==> src/pkg/inj_defs.vh <==
/*
 * Constants for the injector current phase control core: channel and
 * group counts, phase codes and reset levels of the synchronised inputs.
 * Assumes inclusion by bare name from the core and verification files.
 */
`ifndef INJ_DEFS_VH
`define INJ_DEFS_VH

// ------------------------------------------------------------
// sizes
// ------------------------------------------------------------
`define NUM_CH        4
`define NUM_GRP       2
`define PH_W          3
`define SYNC_W        25

// ------------------------------------------------------------
// phase codes
// ------------------------------------------------------------
`define PH_OFF        3'h0
`define PH_PRE        3'h1
`define PH_PEAK       3'h2
`define PH_HOLD       3'h3
`define PH_DAMP       3'h4

// ------------------------------------------------------------
// synchroniser reset levels, packed as in the core
// ------------------------------------------------------------
`define RST_ON_N      4'hF
`define RST_PCH       2'h0
`define RST_TIED      1'h0
`define RST_PIN_N     1'h0
`define RST_UV        1'h1
`define RST_CMP       4'h0

// ------------------------------------------------------------
// output levels
// ------------------------------------------------------------
`define HS_OFF_N      2'h3
`define LS_ALL_OFF    4'h0

`endif

==> src/core/inj_sync2.v <==
/*
 * Two-stage synchroniser for a vector of pin inputs.
 * Assumes a single clock and a synchronous active-high reset; the reset
 * level of each bit is given by RST_VAL.
 */
`timescale 1ns/10ps

module inj_sync2
#(
	parameter       W       = 1,
	parameter [W-1:0] RST_VAL = {W{1'b0}}
)
(
	input  wire         clk_in,
	input  wire         srst_in,
	input  wire [W-1:0] d_in,
	output reg  [W-1:0] q_out
);

	reg [W-1:0] meta_r;

	// ------------------------------------------------------------
	// two flops; the first is read by the second only
	// ------------------------------------------------------------
	always @(posedge clk_in)
	begin
		if (srst_in)
		begin
			meta_r <= RST_VAL;
			q_out  <= RST_VAL;
		end
		else
		begin
			meta_r <= d_in;
			q_out  <= meta_r;
		end
	end

endmodule // inj_sync2

==> src/core/inj_hyst_reg.v <==
/*
 * Hysteresis current regulator for one channel.
 * Assumes comparator levels already synchronised; en is low outside the
 * regulated phases, which forces the drive request off.
 */
`timescale 1ns/10ps

module inj_hyst_reg
(
	input  wire clk_in,
	input  wire srst_in,
	input  wire en_in,
	input  wire below_lower_in,
	input  wire above_upper_in,
	output reg  drive_out
);

	reg drive_nxt;

	// ------------------------------------------------------------
	// on below lower, off above upper, hold in between
	// ------------------------------------------------------------
	always @*
	begin
		drive_nxt = drive_out;
		if (!en_in)
			drive_nxt = 1'b0;
		else if (above_upper_in)
			drive_nxt = 1'b0;
		else if (below_lower_in)
			drive_nxt = 1'b1;
	end

	always @(posedge clk_in)
	begin
		if (srst_in)
			drive_out <= 1'b0;
		else
			drive_out <= drive_nxt;
	end

endmodule // inj_hyst_reg

==> src/core/inj_phase_ctrl.v <==
/*
 * Four-channel injector switch control and current phase sequencer.
 * Channels 0,1 form group A and channels 2,3 group B; each group has one
 * battery high-side control and one boost high-side control, both
 * active low. Assumes comparator, trip and pin inputs are asynchronous
 * and are synchronised here; one 100 MHz clock, synchronous reset.
 */
`timescale 1ns/10ps
`include "inj_defs.vh"

module inj_phase_ctrl
(
	input  wire        REF_CLK_IN,
	input  wire        SRST_IN,
	input  wire [3:0]  CHANNEL_ON_N_IN,
	input  wire [1:0]  PRECHARGE_SEL_IN,
	input  wire        PRECHARGE_PROGRAM_TIED_IN,
	input  wire        RESET_PIN_N_IN,
	input  wire        UNDERVOLTAGE_IN,
	input  wire [3:0]  CUR_BELOW_LOWER_IN,
	input  wire [3:0]  CUR_ABOVE_UPPER_IN,
	input  wire [3:0]  PEAK_REACHED_IN,
	input  wire [3:0]  PROTECT_TRIP_IN,
	output reg  [3:0]  LOW_SIDE_ON_OUT,
	output reg  [1:0]  HIGH_SIDE_A_CTL_N_OUT,
	output reg  [1:0]  HIGH_SIDE_B_CTL_N_OUT,
	output reg  [11:0] CHANNEL_PHASE_OUT,
	output reg  [3:0]  PROTECT_LATCHED_OUT
);

	// ------------------------------------------------------------
	// next phase of one channel
	// ------------------------------------------------------------
	function [`PH_W-1:0] next_phase;
		input [`PH_W-1:0] ph;
		input             on_req;
		input             pch;
		input             pch_rise;
		input             tied;
		input             peak;
		input             fault;
		begin
			next_phase = `PH_OFF;
			if (fault || !on_req)
				next_phase = `PH_OFF;
			else
			begin
				case (ph)
					`PH_OFF:
						if (tied || !pch)
							next_phase = `PH_PEAK;
						else
							next_phase = `PH_PRE;
					`PH_PRE:
						if (tied || !pch)
							next_phase = `PH_PEAK;
						else
							next_phase = `PH_PRE;
					`PH_PEAK:
						if (peak)
							next_phase = `PH_HOLD;
						else
							next_phase = `PH_PEAK;
					`PH_HOLD:
						if (!tied && pch_rise)
							next_phase = `PH_DAMP;
						else
							next_phase = `PH_HOLD;
					`PH_DAMP:
						// a strap change mid-pulse must not leave damp running
						if (tied)
							next_phase = `PH_HOLD;
						else
							next_phase = `PH_DAMP;
					default:
						next_phase = `PH_OFF;
				endcase
			end
		end
	endfunction

	// ------------------------------------------------------------
	// regulated phases
	// ------------------------------------------------------------
	function is_regulated;
		input [`PH_W-1:0] ph;
		begin
			is_regulated = (ph == `PH_PRE) || (ph == `PH_HOLD) ||
				(ph == `PH_DAMP);
		end
	endfunction

	// ------------------------------------------------------------
	// pin synchronisation
	// ------------------------------------------------------------
	wire [`SYNC_W-1:0] sync_raw;
	wire [`SYNC_W-1:0] sync_q;

	assign sync_raw = {CHANNEL_ON_N_IN, PRECHARGE_SEL_IN,
		PRECHARGE_PROGRAM_TIED_IN, RESET_PIN_N_IN, UNDERVOLTAGE_IN,
		CUR_BELOW_LOWER_IN, CUR_ABOVE_UPPER_IN, PEAK_REACHED_IN,
		PROTECT_TRIP_IN};

	// open on inputs float high; reset level matches that
	inj_sync2
	#(
		.W       (`SYNC_W),
		.RST_VAL ({`RST_ON_N, `RST_PCH, `RST_TIED, `RST_PIN_N, `RST_UV,
			`RST_CMP, `RST_CMP, `RST_CMP, `RST_CMP})
	)
	u_sync
	(
		.clk_in  (REF_CLK_IN),
		.srst_in (SRST_IN),
		.d_in    (sync_raw),
		.q_out   (sync_q)
	);

	wire [3:0] on_n_s;
	wire [1:0] pch_s;
	wire       tied_s;
	wire       rst_pin_n_s;
	wire       uv_s;
	wire [3:0] below_s;
	wire [3:0] above_s;
	wire [3:0] peak_s;
	wire [3:0] trip_s;

	assign on_n_s      = sync_q[24:21];
	assign pch_s       = sync_q[20:19];
	assign tied_s      = sync_q[18];
	assign rst_pin_n_s = sync_q[17];
	assign uv_s        = sync_q[16];
	assign below_s     = sync_q[15:12];
	assign above_s     = sync_q[11:8];
	assign peak_s      = sync_q[7:4];
	assign trip_s      = sync_q[3:0];

	// ------------------------------------------------------------
	// device reset: clock reset, reset pin or undervoltage
	// ------------------------------------------------------------
	wire dev_rst;

	assign dev_rst = SRST_IN | ~rst_pin_n_s | uv_s;

	// ------------------------------------------------------------
	// pre-charge select edge detect, per group
	// ------------------------------------------------------------
	reg [1:0] pch_d_r;

	always @(posedge REF_CLK_IN)
	begin
		if (dev_rst)
			pch_d_r <= `RST_PCH;
		else
			pch_d_r <= pch_s;
	end

	wire [1:0] pch_rise;

	assign pch_rise = pch_s & ~pch_d_r;

	// ------------------------------------------------------------
	// per-channel sequencer, protection latch and regulator
	// ------------------------------------------------------------
	reg  [`PH_W-1:0] ph_r      [0:`NUM_CH-1];
	reg  [3:0]       fault_r;
	wire [3:0]       fault_nxt;
	wire [3:0]       reg_drive;
	wire [3:0]       in_peak;
	wire [3:0]       ls_nxt;
	wire [11:0]      ph_flat;

	genvar i;
	generate
		for (i = 0; i < `NUM_CH; i = i + 1)
		begin : g_ch
			wire [`PH_W-1:0] ph_nxt;

			// a new trip wins over the clear by a high on input
			assign fault_nxt[i] = trip_s[i] |
				(fault_r[i] & ~on_n_s[i]);

			assign ph_nxt = next_phase(ph_r[i], ~on_n_s[i],
				pch_s[i/2], pch_rise[i/2], tied_s, peak_s[i],
				fault_nxt[i]);

			always @(posedge REF_CLK_IN)
			begin
				if (dev_rst)
				begin
					ph_r[i]    <= `PH_OFF;
					fault_r[i] <= 1'b0;
				end
				else
				begin
					ph_r[i]    <= ph_nxt;
					fault_r[i] <= fault_nxt[i];
				end
			end

			inj_hyst_reg u_reg
			(
				.clk_in         (REF_CLK_IN),
				.srst_in        (dev_rst),
				.en_in          (is_regulated(ph_r[i]) & ~fault_nxt[i]),
				.below_lower_in (below_s[i]),
				.above_upper_in (above_s[i]),
				.drive_out      (reg_drive[i])
			);

			assign in_peak[i] = (ph_r[i] == `PH_PEAK) & ~fault_nxt[i];

			// switch follows its own on input, forced off by its own fault
			assign ls_nxt[i] = ~on_n_s[i] & ~fault_nxt[i];

			assign ph_flat[i*`PH_W +: `PH_W] = ph_r[i];
		end
	endgenerate

	// ------------------------------------------------------------
	// group high-side requests
	// ------------------------------------------------------------
	// one bank drives one load at a time, so an OR per group suffices
	wire [1:0] hs_a_req;
	wire [1:0] hs_b_req;

	assign hs_a_req = {reg_drive[3] | reg_drive[2],
		reg_drive[1] | reg_drive[0]};
	assign hs_b_req = {in_peak[3] | in_peak[2], in_peak[1] | in_peak[0]};

	// ------------------------------------------------------------
	// output registers
	// ------------------------------------------------------------
	// switch follows on input each cycle, off while its fault is set; device reset loads all switches off
	always @(posedge REF_CLK_IN)
	begin
		if (dev_rst)
		begin
			LOW_SIDE_ON_OUT       <= `LS_ALL_OFF;
			HIGH_SIDE_A_CTL_N_OUT <= `HS_OFF_N;
			HIGH_SIDE_B_CTL_N_OUT <= `HS_OFF_N;
			CHANNEL_PHASE_OUT     <= {`NUM_CH{`PH_OFF}};
			PROTECT_LATCHED_OUT   <= `LS_ALL_OFF;
		end
		else
		begin
			LOW_SIDE_ON_OUT       <= ls_nxt;
			HIGH_SIDE_A_CTL_N_OUT <= ~hs_a_req;
			HIGH_SIDE_B_CTL_N_OUT <= ~hs_b_req;
			CHANNEL_PHASE_OUT     <= ph_flat;
			PROTECT_LATCHED_OUT   <= fault_r;
		end
	end

endmodule // inj_phase_ctrl

==> config.mk <==
export PLATFORM = sky130hd
export DESIGN_NAME = inj_phase_ctrl
export DESIGN_NICKNAME = d
export VERILOG_FILES = /design/src/core/inj_sync2.v /design/src/core/inj_hyst_reg.v /design/src/core/inj_phase_ctrl.v
export VERILOG_INCLUDE_DIRS = /design/src /design/src/pkg
export SDC_FILE = /design/constraint.sdc
export NUM_CORES = 1
export LEC_CHECK = 0
export BUFFER_PORTS_ARGS = -buffer_cell sky130_fd_sc_hd__clkbuf_2
export CELL_PAD_IN_SITES_DETAIL_PLACEMENT = 0
export CELL_PAD_IN_SITES_GLOBAL_PLACEMENT = 1
export CORE_UTILIZATION = 45
export CTS_BUF_LIST = sky130_fd_sc_hd__clkbuf_4
export DETAILED_ROUTE_END_ITERATION = 12
export MAX_ROUTING_LAYER = met4
export PLACE_DENSITY_LB_ADDON = 0.08
export SETUP_SLACK_MARGIN = 0.05
export SLEW_MARGIN = 20
export SYNTH_ARGS = -nofsm -noshare
export SYNTH_HDL_FRONTEND = slang
export SYNTH_SLANG_ARGS = --single-unit
==> constraint.sdc <==
create_clock -name REF_CLK_IN -period 3.4 [get_ports REF_CLK_IN]
set_input_delay 0.34 -clock REF_CLK_IN [delete_from_list [all_inputs] [get_ports REF_CLK_IN]]
set_output_delay 0.34 -clock REF_CLK_IN [all_outputs]
set_load 0.01 [all_outputs]
# After elaboration in Yosys (flattened, before gate mapping)
# Memories as Yosys holds them, arrays and structs flattened.
# Index checks and enable logic that the tools add are counted.
[op_classes]
n_eq_ne = 16
n_mux = 24
bitwise = 47
reduce_logical = 31
[ops]
columns = ["op", "n"]
rows = [
  ["3-bit one-hot mux with 4 select lines", 4],
  ["3-bit two-way mux", 11],
  ["3-bit by 2-bit == test with 1-bit output, second input constant", 8],
  ["1-bit bitwise AND", 16],
  ["1-bit logical OR", 14],
  ["1-bit bitwise OR", 14],
  ["1-bit inverter", 13],
  ["3-bit by 1-bit == test with 1-bit output, second input constant", 4],
  ["3-bit == test, second input constant", 4],
  ["3-bit zero test", 4],
  ["3-bit OR reduction", 4],
  ["2-bit OR reduction", 4],
  ["1-bit two-way mux", 7],
  ["2-bit inverter", 3],
  ["2-bit two-way mux", 2],
  ["1-bit zero test", 3],
  ["2-bit bitwise AND", 1],
  ["1-bit logical AND", 2],
]
[totals]
regBits = 84
mem_bits_rw = 12
inputBits = 27
output_inout_bits = 24
word_cells = 135
mem_count = 1
[mem_list]
columns = ["name", "depth", "width", "rd", "rd_ports_with_merged_regs", "wr", "line_no", "text"]
rows = [
  ["ph_r", 4, 3, 4, 0, 4, "inj_phase_ctrl.v:166", "reg [`PH_W-1:0] ph_r [0:`NUM_CH-1];"],
]

# Logic depth before layout (Yosys ltp)
[depth]
word_depth = 7
mapped_depth = 5
depth_no_buf = 4

# Hierarchy
# A second synthesis with hierarchy kept.
[hier_totals]
hier_cells = 289
hier_area_um2 = 3103.0
[by_module_without_submodules]
columns = ["module", "instances", "cells_each", "area_each_um2", "seq_area_each_um2"]
rows = [
  ["inj_phase_ctrl", 1, 172, 1609.0, 840.8],
  ["inj_sync2", 1, 105, 1338.8, 1001.0],
  ["inj_hyst_reg", 4, 3, 38.8, 20.0],
]

# Worst setup path after synthesis
# OpenSTA, ideal clock, no wires.
[synth_path]
path_kind = "input to register"
from = "in SRST_IN"
to = "mem ph_r[0][0] in the netlist's numbering"
setup_time_ns = 0.086
t_arrival_ns = 1.461
required_time_ns = 3.314
setup_slack_ns = 1.852
stages = 4
n_path_buf = 1
cell_sequence = "or3b_1 > buf_6 > or4_4 > a221oi_2"
[synth_lines]
columns = ["element", "line_no", "text"]
rows = [
  ["start: declaration", "inj_phase_ctrl.v:14", "input wire SRST_IN,"],
  ["end: declaration", "inj_phase_ctrl.v:166", ""],
]

==> results.json <==
{
  "cts_tree": "yes",
  "synth.mux.area_fraction": 0.00323,
  "cts_resized": 0,
  "avgRoutedWirePerCell_um": 11.3,
  "regToRegEndpoint": "ph_r[1][1]",
  "synth_warnings": 0,
  "critPathLaunchType": "register",
  "synth.distinct_cells": 36,
  "crit_chain": "or3b_1 > or4_1 > inv_1 > and3_1",
  "r2r_setup_slack_ns": 1.68,
  "syn_inst": 294,
  "ys_ff_latch": 96,
  "worstMarginPinSlew_ns": 0.554,
  "firstDrtPassIters": 4,
  "synth_top_family_by_area": "simple AND/OR/NAND/NOR gates",
  "num_vias": 1975,
  "hold_buffers": 0,
  "fp.dieW_um": 85.0,
  "ir_drop_mv": 0.250,
  "placementRows": 29,
  "drv_slew": 0,
  "ys_top_cells_by_area": "dfxtp_1 62%, nor2b_1 9.3%, and2_1 3.6%",
  "pwr_density_cell_nw_per_um2": 550,
  "status": "completed",
  "min_period_ns": 1.72,
  "start_util": 0.477,
  "clock_sinks": 96,
  "cts.clk_slew.worst_paths_ns": 0.14,
  "dieArea_sq_um": 7220,
  "rsz0062_at_grt": "no",
  "placedCellCount": 409,
  "finalNetCount": 370,
  "fin_area_sq_um": 3560,
  "p_leak_nw": 1.53,
  "max_freq_mhz": 582,
  "reg2reg_depth": 4,
  "crit_path_end_kind": "register",
  "max_stage_delay_ns": 0.55,
  "routed_wl_um": 4790,
  "dpl_cell_area_sq_um": 3380,
  "grt_max_degree": 52,
  "pin_count": 51,
  "viasPerCell": 4.66,
  "hold_class": "input port to register",
  "core_sq_um": 6490,
  "fill_cells": 608,
  "portBuffers": 50,
  "hold_start": "CHANNEL_ON_N_IN[1]",
  "synth-xor-area-share": 0,
  "antenna_found_initial": 0,
  "grt-ovfl-total": 0,
  "cts_buffer_depth": 2,
  "syn-num-nets": 321,
  "cts_max_level": 3,
  "crit_arrival_ns": 2.10,
  "syn2layout_area_growth_pct": 15.0,
  "hold_viol": 0,
  "whs_ns": 0.0835,
  "min_to": "u_sync.meta_r[22]",
  "critPathKind": "register to register",
  "cp_data_required_time_ns": 3.78,
  "clk_latency_ns": 0.42,
  "critPathTopFamily": "simple AND/OR/NAND/NOR gates",
  "die_h_um": 85.0,
  "synth-adder-area-share": 0,
  "track_usage": 0.148,
  "grt_pass1_wl_um": 8080,
  "synth_common_cells": "96 x dfxtp_1, 46 x nor2b_1, 18 x and2_1, 13 x nor2_1, 11 x o21ai_0",
  "p_total_mw": 1.96,
  "critPathBufInv": 1,
  "r2r-start": "u_sync.q_out[17]",
  "synth_area_sq_um": 3100,
  "yosysTopAreaCell": "dfxtp_1",
  "ant_nets": 0,
  "final_cells": 424,
  "clock_skew_ns": 0.0120,
  "syn_area_per_cell_sq_um": 10.5,
  "cts_setup_buffers": 0,
  "maxCapViolCount": 0,
  "synth_top_area_frac": 0.620,
  "dp.final_hpwl_um": 3200,
  "drive_above_1_share": 0.245,
  "root_buffer": "clkbuf_4",
  "hold_depth": 2,
  "diodes": 0,
  "synth_compound_area_frac": 0.0836,
  "first_global_vias": 1772,
  "timing.final.crit_share": 0.505,
  "crit_slowest_cell": "or3b_1",
  "yosysMostFrequentCell": "dfxtp_1",
  "synth_edf_count": 0,
  "cts-buffers-inserted": 9,
  "synth-simple-area-share": 0.249,
  "synthArstFlopShare": 0,
  "slew_headroom": 0.630,
  "setup_tns_ns": 0,
  "place_congestion": 0.722,
  "yosysSeqAreaShare": 0.620,
  "crit_fanout": 11,
  "first_iter_violations": 97,
  "synth-main-ff-cell": "dfxtp_1",
  "drc_errors": 0,
  "final-setup-viol-count": 0
}
[report_power, final]
| part | internal, mW | leakage [nW] | switching (mW) |
|---|---|---|---|
| clock | 0.374 | 0.0930 | 0.367 |
| combinational | 0.0323 | 0.654 | 0.0235 |
| sequential | 1.15 | 0.785 | 0.0106 |
[worst max-delay path by stage]
stage | from | end | slack (ns) | depth (start not counted)
after CTS | u_sync.q_out[17] | ph_r[1][1] | 1.70 | 4
after detailed placement | SRST_IN | ph_r[1][1] | 1.55 | 5
after floorplan | SRST_IN | ph_r[0][0] | 1.85 | 4
after global placement | SRST_IN | ph_r[1][1] | 1.59 | 5
after global routing | u_sync.q_out[16] | ph_r[1][1] | 1.60 | 4
final | u_sync.q_out[17] | ph_r[1][1] | 1.68 | 4
[cell families after synthesis]
logic type | after synthesis
simple gates | 129
flops | 96
compound gates | 41
buf+inv | 27
mux | 1
[metal layers]
layer | global-route usage | routed length, um
met5 | - | 0
met4 | 0.0786 | 79
met3 | 0.0350 | 180
met2 | 0.205 | 1990
met1 | 0.200 | 2540
[stage by stage]
step	util	worst slack, ns
5_1_grt	0.549	1.60
3_5_place_dp	0.521	1.55
3_3_place_gp	0.521	1.59
4_1_cts	0.549	1.70
2_1_floorplan	-	1.85
6_report	0.549	1.68
[state kept, by name, summed over array words and instances (netlist names), 4 cells and up]
signal / cells
u_sync.meta_r: 25
CHANNEL_PHASE_OUT: 12
u_sync.q_out: 25
LOW_SIDE_ON_OUT: 4
g_ch.u_reg.drive_out: 4
ph_r: 12
PROTECT_LATCHED_OUT: 4
fault_r: 4
[layout make-up]
cell class / instances / area, sq um / area share
inverter: 13 / 50.0 / 0.0140
clock inverter: 6 / 115 / 0.0323
timing repair buffer: 52 / 265 / 0.0744
tap: 77 / 96.3 / 0.0270
clock buffer: 9 / 67.6 / 0.0190
multi-input combinational: 171 / 1050 / 0.294
sequential: 96 / 1920 / 0.539
[layout by cell type, fill, tap and decap left out, drive strengths merged, types with 2 or more instances in the layout]
cell type	count
a21o	3
a21oi	10
a31oi	3
a32oi	2
and2	18
and3	4
and3b	2
buf	2
bufinv	3
clkbuf	59
dfxtp	96
inv	14
nand2	9
nand2b	5
nor2	13
nor2b	46
nor3	8
nor3b	3
nor4	4
o21ai	11
o21bai	3
o22ai	5
or2	10
or4	4
Power figures use the tool's default switching activity.
